<file path="src/common/blcfg_pkg.sv">
// blcfg_pkg: constants and carriers for the backlight config/boost/brightness register bank
package blcfg_pkg;

  // ----------------------------------------------------------------
  // register offsets
  // ----------------------------------------------------------------
  localparam logic [7:0] BLCFG_OFS_CTRL   = 8'h00;
  localparam logic [7:0] BLCFG_OFS_CONFIG = 8'h01;
  localparam logic [7:0] BLCFG_OFS_BOOST  = 8'h02;
  localparam logic [7:0] BLCFG_OFS_BRT_A  = 8'h03;
  localparam logic [7:0] BLCFG_OFS_BRT_B  = 8'h04;

  // ----------------------------------------------------------------
  // reset values, writable masks and minimum brightness code
  // ----------------------------------------------------------------
  localparam logic [7:0] BLCFG_RST_CONFIG  = 8'h18;
  localparam logic [7:0] BLCFG_RST_BOOST   = 8'h38;
  localparam logic [7:0] BLCFG_RST_BRT     = 8'h00;
  localparam logic [7:0] BLCFG_MASK_CONFIG = 8'h1F;
  localparam logic [7:0] BLCFG_MASK_BOOST  = 8'h7F;
  localparam logic [7:0] BLCFG_BRT_MIN     = 8'h04;

  // ----------------------------------------------------------------
  // field positions
  // ----------------------------------------------------------------
  localparam int BLCFG_CFG_PWM_A   = 0;
  localparam int BLCFG_CFG_PWM_B   = 1;
  localparam int BLCFG_CFG_PWM_LOW = 2;
  localparam int BLCFG_CFG_FB_A    = 3;
  localparam int BLCFG_CFG_FB_B    = 4;
  localparam int BLCFG_BST_BAND    = 0;
  localparam int BLCFG_BST_SHIFT   = 1;
  localparam int BLCFG_BST_SLOW    = 2;
  localparam int BLCFG_BST_OCP_LO  = 3;
  localparam int BLCFG_BST_OVP_LO  = 5;
  localparam int BLCFG_CTRL_SLEEP  = 6;

  // ----------------------------------------------------------------
  // oscillator selections in kHz
  // ----------------------------------------------------------------
  localparam logic [11:0] BLCFG_F_LO_KHZ  = 12'd500;
  localparam logic [11:0] BLCFG_F_LOS_KHZ = 12'd560;
  localparam logic [11:0] BLCFG_F_HI_KHZ  = 12'd1000;
  localparam logic [11:0] BLCFG_F_HIS_KHZ = 12'd1120;

  // over-voltage threshold in volts, over-current limit in mA
  localparam logic [5:0]  BLCFG_OVP_V [4]  = '{6'd16, 6'd24, 6'd32, 6'd40};
  localparam logic [10:0] BLCFG_OCP_MA [4] = '{11'd600, 11'd800, 11'd1000, 11'd1200};

  // ----------------------------------------------------------------
  // carriers
  // ----------------------------------------------------------------
  typedef struct packed {
    logic       wr_en;
    logic       rd_en;
    logic [7:0] addr;
    logic [7:0] wdata;
  } blcfg_req_t;

  typedef struct packed {
    logic        pwm_en_a;
    logic        pwm_en_b;
    logic        pwm_active_low;
    logic        bank_a_feedback_on;
    logic        bank_b_feedback_on;
    logic [5:0]  ovp_volts;
    logic [10:0] ocp_ma;
    logic [11:0] osc_khz;
    logic        slow_start;
    logic [7:0]  brt_a;
    logic [7:0]  brt_b;
  } blcfg_ctl_t;

endpackage : blcfg_pkg

</file>
<file path="src/rtl/blcfg_regs.sv">
// blcfg_regs: configuration, boost and brightness registers of the backlight driver
`timescale 1ns/1ps
module blcfg_regs (
  // clock and reset
  input  wire logic              clk_sys,
  input  wire logic              rst_b,
  // register access from the serial engine
  input  wire blcfg_pkg::blcfg_req_t req,
  output logic [7:0]             rdata,
  output logic                   rd_hit,
  // sleep state from the control logic
  input  wire logic              sleep_status,
  // decoded controls toward the analog and dimming logic
  output blcfg_pkg::blcfg_ctl_t  ctl,
  // raw register images
  output logic [7:0]             config_q,
  output logic [7:0]             boost_q
);
  import blcfg_pkg::*;

  logic [7:0] config_r;
  logic [7:0] boost_r;
  logic [7:0] brt_a_r;
  logic [7:0] brt_b_r;
  logic [7:0] rdata_r;
  logic       rd_hit_r;
  logic [7:0] ctrl_img;

  // write strobe decode, shared by all registers
  function automatic logic wr_hit(input blcfg_req_t r, input logic [7:0] ofs);
    wr_hit = r.wr_en && (r.addr == ofs);
  endfunction : wr_hit

  // oscillator choice from band and shift
  function automatic logic [11:0] osc_sel(input logic band, input logic shift);
    case ({band, shift})
      2'b00:   osc_sel = BLCFG_F_LO_KHZ;
      2'b01:   osc_sel = BLCFG_F_LOS_KHZ;
      2'b10:   osc_sel = BLCFG_F_HI_KHZ;
      default: osc_sel = BLCFG_F_HIS_KHZ;
    endcase
  endfunction : osc_sel

  // ----------------------------------------------------------------
  // configuration register
  // ----------------------------------------------------------------
  // upper bits masked off so they always read zero
  always_ff @(posedge clk_sys) begin
    if (!rst_b) begin
      config_r <= BLCFG_RST_CONFIG;
    end else if (wr_hit(req, BLCFG_OFS_CONFIG)) begin
      config_r <= req.wdata & BLCFG_MASK_CONFIG;
    end
  end

  // ----------------------------------------------------------------
  // boost register
  // ----------------------------------------------------------------
  always_ff @(posedge clk_sys) begin
    if (!rst_b) begin
      boost_r <= BLCFG_RST_BOOST;
    end else if (wr_hit(req, BLCFG_OFS_BOOST)) begin
      boost_r <= req.wdata & BLCFG_MASK_BOOST;
    end
  end

  // ----------------------------------------------------------------
  // brightness registers
  // ----------------------------------------------------------------
  // sleep freezes both; the write is dropped, not deferred
  always_ff @(posedge clk_sys) begin
    if (!rst_b) begin
      brt_a_r <= BLCFG_RST_BRT;
      brt_b_r <= BLCFG_RST_BRT;
    end else if (!sleep_status) begin
      if (wr_hit(req, BLCFG_OFS_BRT_A)) begin
        brt_a_r <= req.wdata;
      end
      if (wr_hit(req, BLCFG_OFS_BRT_B)) begin
        brt_b_r <= req.wdata;
      end
    end
  end

  // ----------------------------------------------------------------
  // read path
  // ----------------------------------------------------------------
  // data registered one cycle after rd_en; unmapped offsets return zero
  always_ff @(posedge clk_sys) begin
    if (!rst_b) begin
      rdata_r  <= 8'h00;
      rd_hit_r <= 1'b0;
    end else begin
      rd_hit_r <= 1'b0;
      if (req.rd_en) begin
        rd_hit_r <= 1'b1;
        case (req.addr)
          BLCFG_OFS_CTRL:   rdata_r <= ctrl_img;
          BLCFG_OFS_CONFIG: rdata_r <= config_r;
          BLCFG_OFS_BOOST:  rdata_r <= boost_r;
          BLCFG_OFS_BRT_A:  rdata_r <= brt_a_r;
          BLCFG_OFS_BRT_B:  rdata_r <= brt_b_r;
          default:          rdata_r <= 8'h00;
        endcase
      end
    end
  end

  // ----------------------------------------------------------------
  // decoded controls
  // ----------------------------------------------------------------
  // straight from flops; no extra latency added
  always_comb begin
    ctl                = '0;
    ctl.pwm_en_a       = config_r[BLCFG_CFG_PWM_A];
    ctl.pwm_en_b       = config_r[BLCFG_CFG_PWM_B];
    ctl.pwm_active_low = config_r[BLCFG_CFG_PWM_LOW];
    ctl.bank_a_feedback_on = config_r[BLCFG_CFG_FB_A];
    ctl.bank_b_feedback_on = config_r[BLCFG_CFG_FB_B];
    ctl.ovp_volts      = BLCFG_OVP_V[boost_r[BLCFG_BST_OVP_LO +: 2]];
    ctl.ocp_ma         = BLCFG_OCP_MA[boost_r[BLCFG_BST_OCP_LO +: 2]];
    ctl.osc_khz        = osc_sel(boost_r[BLCFG_BST_BAND],
                                 boost_r[BLCFG_BST_SHIFT]);
    ctl.slow_start     = boost_r[BLCFG_BST_SLOW];
    ctl.brt_a          = brt_a_r;
    ctl.brt_b          = brt_b_r;
  end

  // control image: only the sleep flag lives in this bank, the rest reads zero
  assign ctrl_img = 8'(sleep_status) << BLCFG_CTRL_SLEEP;

  assign rdata    = rdata_r;
  assign rd_hit   = rd_hit_r;
  assign config_q = config_r;
  assign boost_q  = boost_r;

  // ----------------------------------------------------------------
  // assertions
  // ----------------------------------------------------------------
  property p_cfg_reset;
    @(posedge clk_sys) !rst_b |=> config_r == 8'h18;
  endproperty
  a_cfg_reset: assert property (p_cfg_reset) else $error("config reset value wrong");

  property p_bst_reset;
    @(posedge clk_sys) !rst_b |=> boost_r == 8'h38;
  endproperty
  a_bst_reset: assert property (p_bst_reset) else $error("boost reset value wrong");

  property p_cfg_high_zero;
    @(posedge clk_sys) disable iff (!rst_b) config_r[7:5] == 3'b000 && boost_r[7] == 1'b0;
  endproperty
  a_cfg_high_zero: assert property (p_cfg_high_zero) else $error("unused bits set");

  property p_brt_sleep_hold;
    @(posedge clk_sys) disable iff (!rst_b)
      sleep_status |=> $stable(brt_a_r) && $stable(brt_b_r);
  endproperty
  a_brt_sleep_hold: assert property (p_brt_sleep_hold)
    else $error("brightness changed in sleep");

  property p_brt_a_write;
    @(posedge clk_sys) disable iff (!rst_b)
      (!sleep_status && req.wr_en && req.addr == 8'h03) |=> ctl.brt_a == $past(req.wdata);
  endproperty
  a_brt_a_write: assert property (p_brt_a_write) else $error("bank A write lost");

  property p_brt_b_write;
    @(posedge clk_sys) disable iff (!rst_b)
      (!sleep_status && req.wr_en && req.addr == 8'h04) |=> ctl.brt_b == $past(req.wdata);
  endproperty
  a_brt_b_write: assert property (p_brt_b_write) else $error("bank B write lost");

  property p_pwm_gate;
    @(posedge clk_sys) disable iff (!rst_b)
      (req.wr_en && req.addr == 8'h01) |=>
        ctl.pwm_en_a == $past(req.wdata[0]) && ctl.pwm_en_b == $past(req.wdata[1]) &&
        ctl.pwm_active_low == $past(req.wdata[2]);
  endproperty
  a_pwm_gate: assert property (p_pwm_gate) else $error("pwm controls wrong");

  property p_ovp_map;
    @(posedge clk_sys) disable iff (!rst_b)
      ctl.ovp_volts == 6'd16 + 6'd8 * {4'h0, boost_r[6:5]};
  endproperty
  a_ovp_map: assert property (p_ovp_map) else $error("ovp threshold wrong");

  property p_ocp_map;
    @(posedge clk_sys) disable iff (!rst_b)
      ctl.ocp_ma == 11'd600 + 11'd200 * {9'h000, boost_r[4:3]};
  endproperty
  a_ocp_map: assert property (p_ocp_map) else $error("ocp limit wrong");

  property p_osc_map;
    @(posedge clk_sys) disable iff (!rst_b)
      ctl.osc_khz == (boost_r[0] ? 12'd1000 : 12'd500) +
        (boost_r[1] ? (boost_r[0] ? 12'd120 : 12'd60) : 12'd0);
  endproperty
  a_osc_map: assert property (p_osc_map)
    else $error("oscillator select wrong");

  property p_sleep_read;
    @(posedge clk_sys) disable iff (!rst_b)
      (req.rd_en && req.addr == 8'h00) |=> rd_hit && rdata[6] == $past(sleep_status);
  endproperty
  a_sleep_read: assert property (p_sleep_read)
    else $error("sleep status read wrong");

  // both banks come out of reset dark
  property p_brt_reset;
    @(posedge clk_sys) !rst_b |=> brt_a_r == 8'h00 && brt_b_r == 8'h00;
  endproperty
  a_brt_reset: assert property (p_brt_reset)
    else $error("brightness reset value wrong");

  // feedback enables follow their config bits with no extra latency
  property p_fb_map;
    @(posedge clk_sys) disable iff (!rst_b)
      ctl.bank_a_feedback_on == config_r[3] && ctl.bank_b_feedback_on == config_r[4];
  endproperty
  a_fb_map: assert property (p_fb_map)
    else $error("feedback enable wrong");

  // config only moves on a write to its own offset
  property p_cfg_hold;
    @(posedge clk_sys) disable iff (!rst_b)
      !(req.wr_en && req.addr == 8'h01) |=> $stable(config_r);
  endproperty
  a_cfg_hold: assert property (p_cfg_hold)
    else $error("config changed without a write");

  // boost only moves on a write to its own offset
  property p_bst_hold;
    @(posedge clk_sys) disable iff (!rst_b)
      !(req.wr_en && req.addr == 8'h02) |=> $stable(boost_r);
  endproperty
  a_bst_hold: assert property (p_bst_hold)
    else $error("boost changed without a write");

  // boost write keeps the defined bits, bit 7 stays clear
  property p_bst_write;
    @(posedge clk_sys) disable iff (!rst_b)
      (req.wr_en && req.addr == 8'h02) |=> boost_r == {1'b0, $past(req.wdata[6:0])};
  endproperty
  a_bst_write: assert property (p_bst_write)
    else $error("boost write lost");

  // bank A level only moves through a write to its offset
  property p_brt_a_hold;
    @(posedge clk_sys) disable iff (!rst_b)
      !(req.wr_en && req.addr == 8'h03) |=> $stable(brt_a_r);
  endproperty
  a_brt_a_hold: assert property (p_brt_a_hold)
    else $error("bank A changed without a write");

  // bank B level only moves through a write to its offset
  property p_brt_b_hold;
    @(posedge clk_sys) disable iff (!rst_b)
      !(req.wr_en && req.addr == 8'h04) |=> $stable(brt_b_r);
  endproperty
  a_brt_b_hold: assert property (p_brt_b_hold)
    else $error("bank B changed without a write");

  // bank A read returns the level held when the read was taken
  property p_brt_a_read;
    @(posedge clk_sys) disable iff (!rst_b)
      (req.rd_en && req.addr == 8'h03) |=> rdata == $past(brt_a_r);
  endproperty
  a_brt_a_read: assert property (p_brt_a_read)
    else $error("bank A read wrong");

  // bank B read returns the level held when the read was taken
  property p_brt_b_read;
    @(posedge clk_sys) disable iff (!rst_b)
      (req.rd_en && req.addr == 8'h04) |=> rdata == $past(brt_b_r);
  endproperty
  a_brt_b_read: assert property (p_brt_b_read)
    else $error("bank B read wrong");

  // config read returns the stored image, upper bits clear
  property p_cfg_read;
    @(posedge clk_sys) disable iff (!rst_b)
      (req.rd_en && req.addr == 8'h01) |=> rdata == $past(config_r) && rdata[7:5] == 3'b000;
  endproperty
  a_cfg_read: assert property (p_cfg_read)
    else $error("config read wrong");

  // control read shows the sleep flag and nothing else
  property p_ctrl_read_quiet;
    @(posedge clk_sys) disable iff (!rst_b)
      (req.rd_en && req.addr == 8'h00) |=> rdata[7] == 1'b0 && rdata[5:0] == 6'h00;
  endproperty
  a_ctrl_read_quiet: assert property (p_ctrl_read_quiet)
    else $error("control read shows stray bits");

  // every read is answered in the next cycle
  property p_rd_answer;
    @(posedge clk_sys) disable iff (!rst_b)
      req.rd_en |=> rd_hit;
  endproperty
  a_rd_answer: assert property (p_rd_answer)
    else $error("read not answered");

  // no answer shows without a read behind it
  property p_rd_no_spurious;
    @(posedge clk_sys) disable iff (!rst_b)
      rd_hit |-> $past(req.rd_en);
  endproperty
  a_rd_no_spurious: assert property (p_rd_no_spurious)
    else $error("read answer without request");

  c_brt_write: cover property (@(posedge clk_sys) disable iff (!rst_b)
    !sleep_status && req.wr_en && req.addr == 8'h03);
  c_sleep_drop: cover property (@(posedge clk_sys) disable iff (!rst_b)
    sleep_status && req.wr_en && req.addr == 8'h04);
  c_high_band_shift: cover property (@(posedge clk_sys) disable iff (!rst_b)
    boost_r[1:0] == 2'b11);
  c_pwm_low: cover property (@(posedge clk_sys) disable iff (!rst_b)
    config_r[2] && config_r[1]);
  c_sleep_read: cover property (@(posedge clk_sys) disable iff (!rst_b)
    sleep_status && req.rd_en && req.addr == 8'h00);

endmodule : blcfg_regs

</file>
<file path="config.mk">
export PLATFORM = sky130hd
export DESIGN_NAME = blcfg_regs
export DESIGN_NICKNAME = d
export VERILOG_FILES = /design/src/common/blcfg_pkg.sv /design/src/rtl/blcfg_regs.sv
export SDC_FILE = /design/constraint.sdc
export NUM_CORES = 1
export LEC_CHECK = 0
export BUFFER_PORTS_ARGS = -buffer_cell sky130_fd_sc_hd__buf_2
export CORE_ASPECT_RATIO = 0.7
export CORE_MARGIN = 1
export CORE_UTILIZATION = 40
export CTS_BUF_LIST = sky130_fd_sc_hd__clkbuf_8 sky130_fd_sc_hd__clkbuf_16
export CTS_CLUSTER_DIAMETER = 150
export CTS_CLUSTER_SIZE = 8
export DETAILED_ROUTE_END_ITERATION = 12
export GPL_TIMING_DRIVEN = 0
export PLACE_DENSITY = 0.74
export SYNTH_ARGS = -nofsm -noshare
export SYNTH_HDL_FRONTEND = slang
export SYNTH_SLANG_ARGS = --single-unit
</file>
<file path="constraint.sdc">
create_clock -name clk_sys -period 1.6 [get_ports clk_sys]
set_input_delay 0.16 -clock clk_sys [delete_from_list [all_inputs] [get_ports clk_sys]]
set_output_delay 0.16 -clock clk_sys [all_outputs]
set_load 0.005 [all_outputs]
</file>
==> out/metrics.csv <==
stage,metric,value,unit
sta,grt_setup_unrepaired,no,
worst_setup_path,slowest_delay,0.36,ns
clock_tree,ctsRootBufferMaster,clkbuf_8,
worst_setup_path,crit_fanout,4,
worst_setup_path,cpMaxStageDelayCell,dfxtp_4,
grt,grt_overflow_total,0,
clock_tree,hold_buffers,0,
sta,max_freq,660,MHz
status,outcome,"complete, no violations",
yosys,synth_area_leaders,"dfxtp_1 35%, mux2i_1 13%, buf_4 9.3%",
sta,relSlewSlack,0.601,
die,fp.dieH,62.7,µm
sta,setup_viol,0,
route,routed_wl,5360,µm
worst_setup_path,worstPathArrival,1.36,ns
grt,grt_pass1_vias,1627,
worst_setup_path,endpoint_kind,output port,
yosys,yosys_warnings,0,
sta,fin_setup_tns,0,ns
worst_setup_path,crit_path_start_kind,flip-flop,
yosys,syn_area_per_cell,9.26,µm²
clock_tree,htreeDepth,2,
die,die_x,88.6,µm
cells_and_area,mostFrequentLayoutCells,"82 x buf_2, 39 x nand2_1, 33 x dfxtp_1",
sta,finClkSkew,0.00149,ns
yosys,synth_cell_type_count,30,
yosys,ys_seq_area_frac,0.352,
yosys,netlist_area,2100,µm²
worst_setup_path,path_buf_inv,3,
placed_design,gp_congestion,0.802,
grt,grt_pass1_wl,8240,µm
yosys,synthXorXnorAreaFrac,0,
clock_tree,cts_buffers,5,
route,drt_first_iter_violations,73,
cells_and_area,insertedDiodeCount,0,
yosys,syn_inst,227,
cells_and_area,fin_nets,360,
clock_tree,clock_latency,0.30,ns
route,drcViolationCount,0,
cells_and_area,syn_to_final_growth,32.0,%
grt,grt_antenna_before_repair,0,
clock_tree,cts_tree,yes,
clock_tree,cts_buffer_depth,2,
power_and_ir_drop,p_leak,1.47,nW
route,wl_per_cell,13.5,µm
grt,grt_max_degree,12,
die,start_util,0.428,
min_path,hold_class,in2reg,
cells_and_area,final_layout_size_suffix_gt1_frac,0.422,
job,cap_violations,0,
sta,worst_pin_slew,0.597,ns
placed_design,hpwl,3870,µm
route,avgViaCountPerCell,4.58,
worst_setup_path,crit_type,reg2out,
sta,maxSlewViolCount,0,
grt,grt.total_usage,0.200,
worst_setup_path,critical-path-top-delay-family,flip-flops,
power_and_ir_drop,ir_drop,0.000349,V
cells_and_area,layout_commonest_cell,buf_2,
sta,layout_min_cycle_time,1.52,ns
sta,hold_slack,0.113,ns
yosys,synth-seq-cells,37,
placed_design,portBuffers,81,
clock_tree,cts.sinks,37,
yosys,synth_top_family_by_area,simple AND/OR/NAND/NOR gates,
die,io_pins,97,
power_and_ir_drop,p_per_area,684,nW/µm²
sta,post-route-period-util,0.947,
yosys,synth_top_area_share,0.352,
route,ant_nets,0,
yosys,synthMuxAreaShare,0.176,
die,dieArea,5550,µm²
worst_setup_path,critPathRequiredTime,1.44,ns
route,via_count,1822,
sta,hold_viol,0,
yosys,synth_compound_area_frac,0.0506,
worst_setup_path,crit_chain,inv_1 > ha_2 > or2_4 > buf_4 > buf_2,
route,drt-pass1-iter-count,4,
yosys,synthAdderAreaFrac,0.0595,
yosys,yosys.area.top_type,dfxtp_1,
die,num_rows,21,
yosys,yosys.area_share.simple,0.218,
clock_tree,clk_pin_slew_worst_paths,0.07,ns
die,core_area,4910,µm²
==> layer usage <==
layer  track usage  vias to the layer above  part of all wire
li1              -                      934                 -
met1         0.270                      805              0.48
met2         0.296                       76              0.42
met3        0.0581                        7             0.081
met4        0.0786                        0             0.017
met5             0                        -                 0
==> synthesized netlist by cell type (all sizes together) <==
library cell and instances:
a22oi 2, a32oi 1, or2 1, and4b 1, and2 1, nor2 6, ha 10, nand4 2
o21ai 9, a211oi 5, conb 2, nand3 1, nor2b 11, mux2 8, clkbuf 8, nor3 1
dfxtp 37, buf 30, inv 9, nand4b 2, nor3b 2, nor4b 1, nand2 39, nor4bb 10
mux2i 28
==> metrics by stage <==
step | setup slack (ns) | utilization | power (mW) | instances | area (µm²)
after floorplan | 0.324 | - | 1.06 | 239 | 2150
after global placement | 0.118 | 0.537 | 1.12 | 389 | 2640
after detailed placement | 0.0821 | 0.537 | 1.12 | 389 | 2640
after CTS | 0.0482 | 0.564 | 1.91 | 398 | 2770
after global routing | 0.00426 | 0.565 | 1.96 | 398 | 2780
final | 0.0845 | 0.565 | 1.90 | 398 | 2780
==> power breakdown <==
| group | switching (mW) | leakage, nW | internal [mW] |
|---|---|---|---|
| sequential | 0.000918 | 0.299 | 0.917 |
| combinational | 0.101 | 1.11 | 0.0798 |
| clock | 0.347 | 0.0540 | 0.453 |
==> layout make-up <==
cell class / instances / area [µm²]
fillers: 464 / 2140
well taps: 69 / 86.3
repair buffers: 83 / 420
clock buffers: 5 / 68.8
clock inverters: 2 / 35.0
flip-flops and latches: 37 / 753
multi-input cells: 155 / 1120
plain buffers: 38 / 259
inverters: 9 / 33.8
==> path summary, 6_finish.rpt <==
kind / startpoint / to / slack, ns / cells after the start
hold reg to reg: rdata[7]$_SDFFE_PN0P_ / rdata[7]$_SDFFE_PN0P_ / 0.45 / 2
hold / removal: req[16] / rd_hit$_SDFF_PN0_ / 0.11 / 2
setup reg to reg: boost_q[3]$_SDFFE_PN1P_ / rdata[3]$_SDFFE_PN0P_ / 0.39 / 4
setup / recovery: boost_q[4]$_SDFFE_PN1P_ / ctl[35] / 0.08 / 5
==> flip-flops by register name, indices dropped and copies added (netlist names) <==
register,flops
brt_a_r,8
rdata,8
brt_b_r,8
boost_q,7
config_q,5
rd_hit,1
==> timing repair <==
| item | in CTS | in global routing |
|---|---|---|
| setup endpoints to repair | 3 | 2 |
| pin swaps | 0 | 0 |
| gates cloned | 0 | 0 |
| gates resized for setup | 8 | 2 |
| buffers inserted | 2 | 0 |
==> kinds of logic (layout without fill, tap and decap cells) <==
logic type	count (synthesis)	in the layout
simple gates	78	78
buf+inv	47	137
flops	37	37
mux	36	36
compound gates	17	17
fa+ha+maj	10	10
other cells	2	14
==> worst register-to-register path, delay by kind of cell (launching register included) <==
| kind | cells | cell delay [ns] |
|---|---|---|
| AOI/OAI and AO/OA | 2 | 0.34 |
| buffers and inverters | 1 | 0.15 |
| DFF | 1 | 0.35 |
| muxes | 1 | 0.26 |
Power figures use the tool's default switching activity.
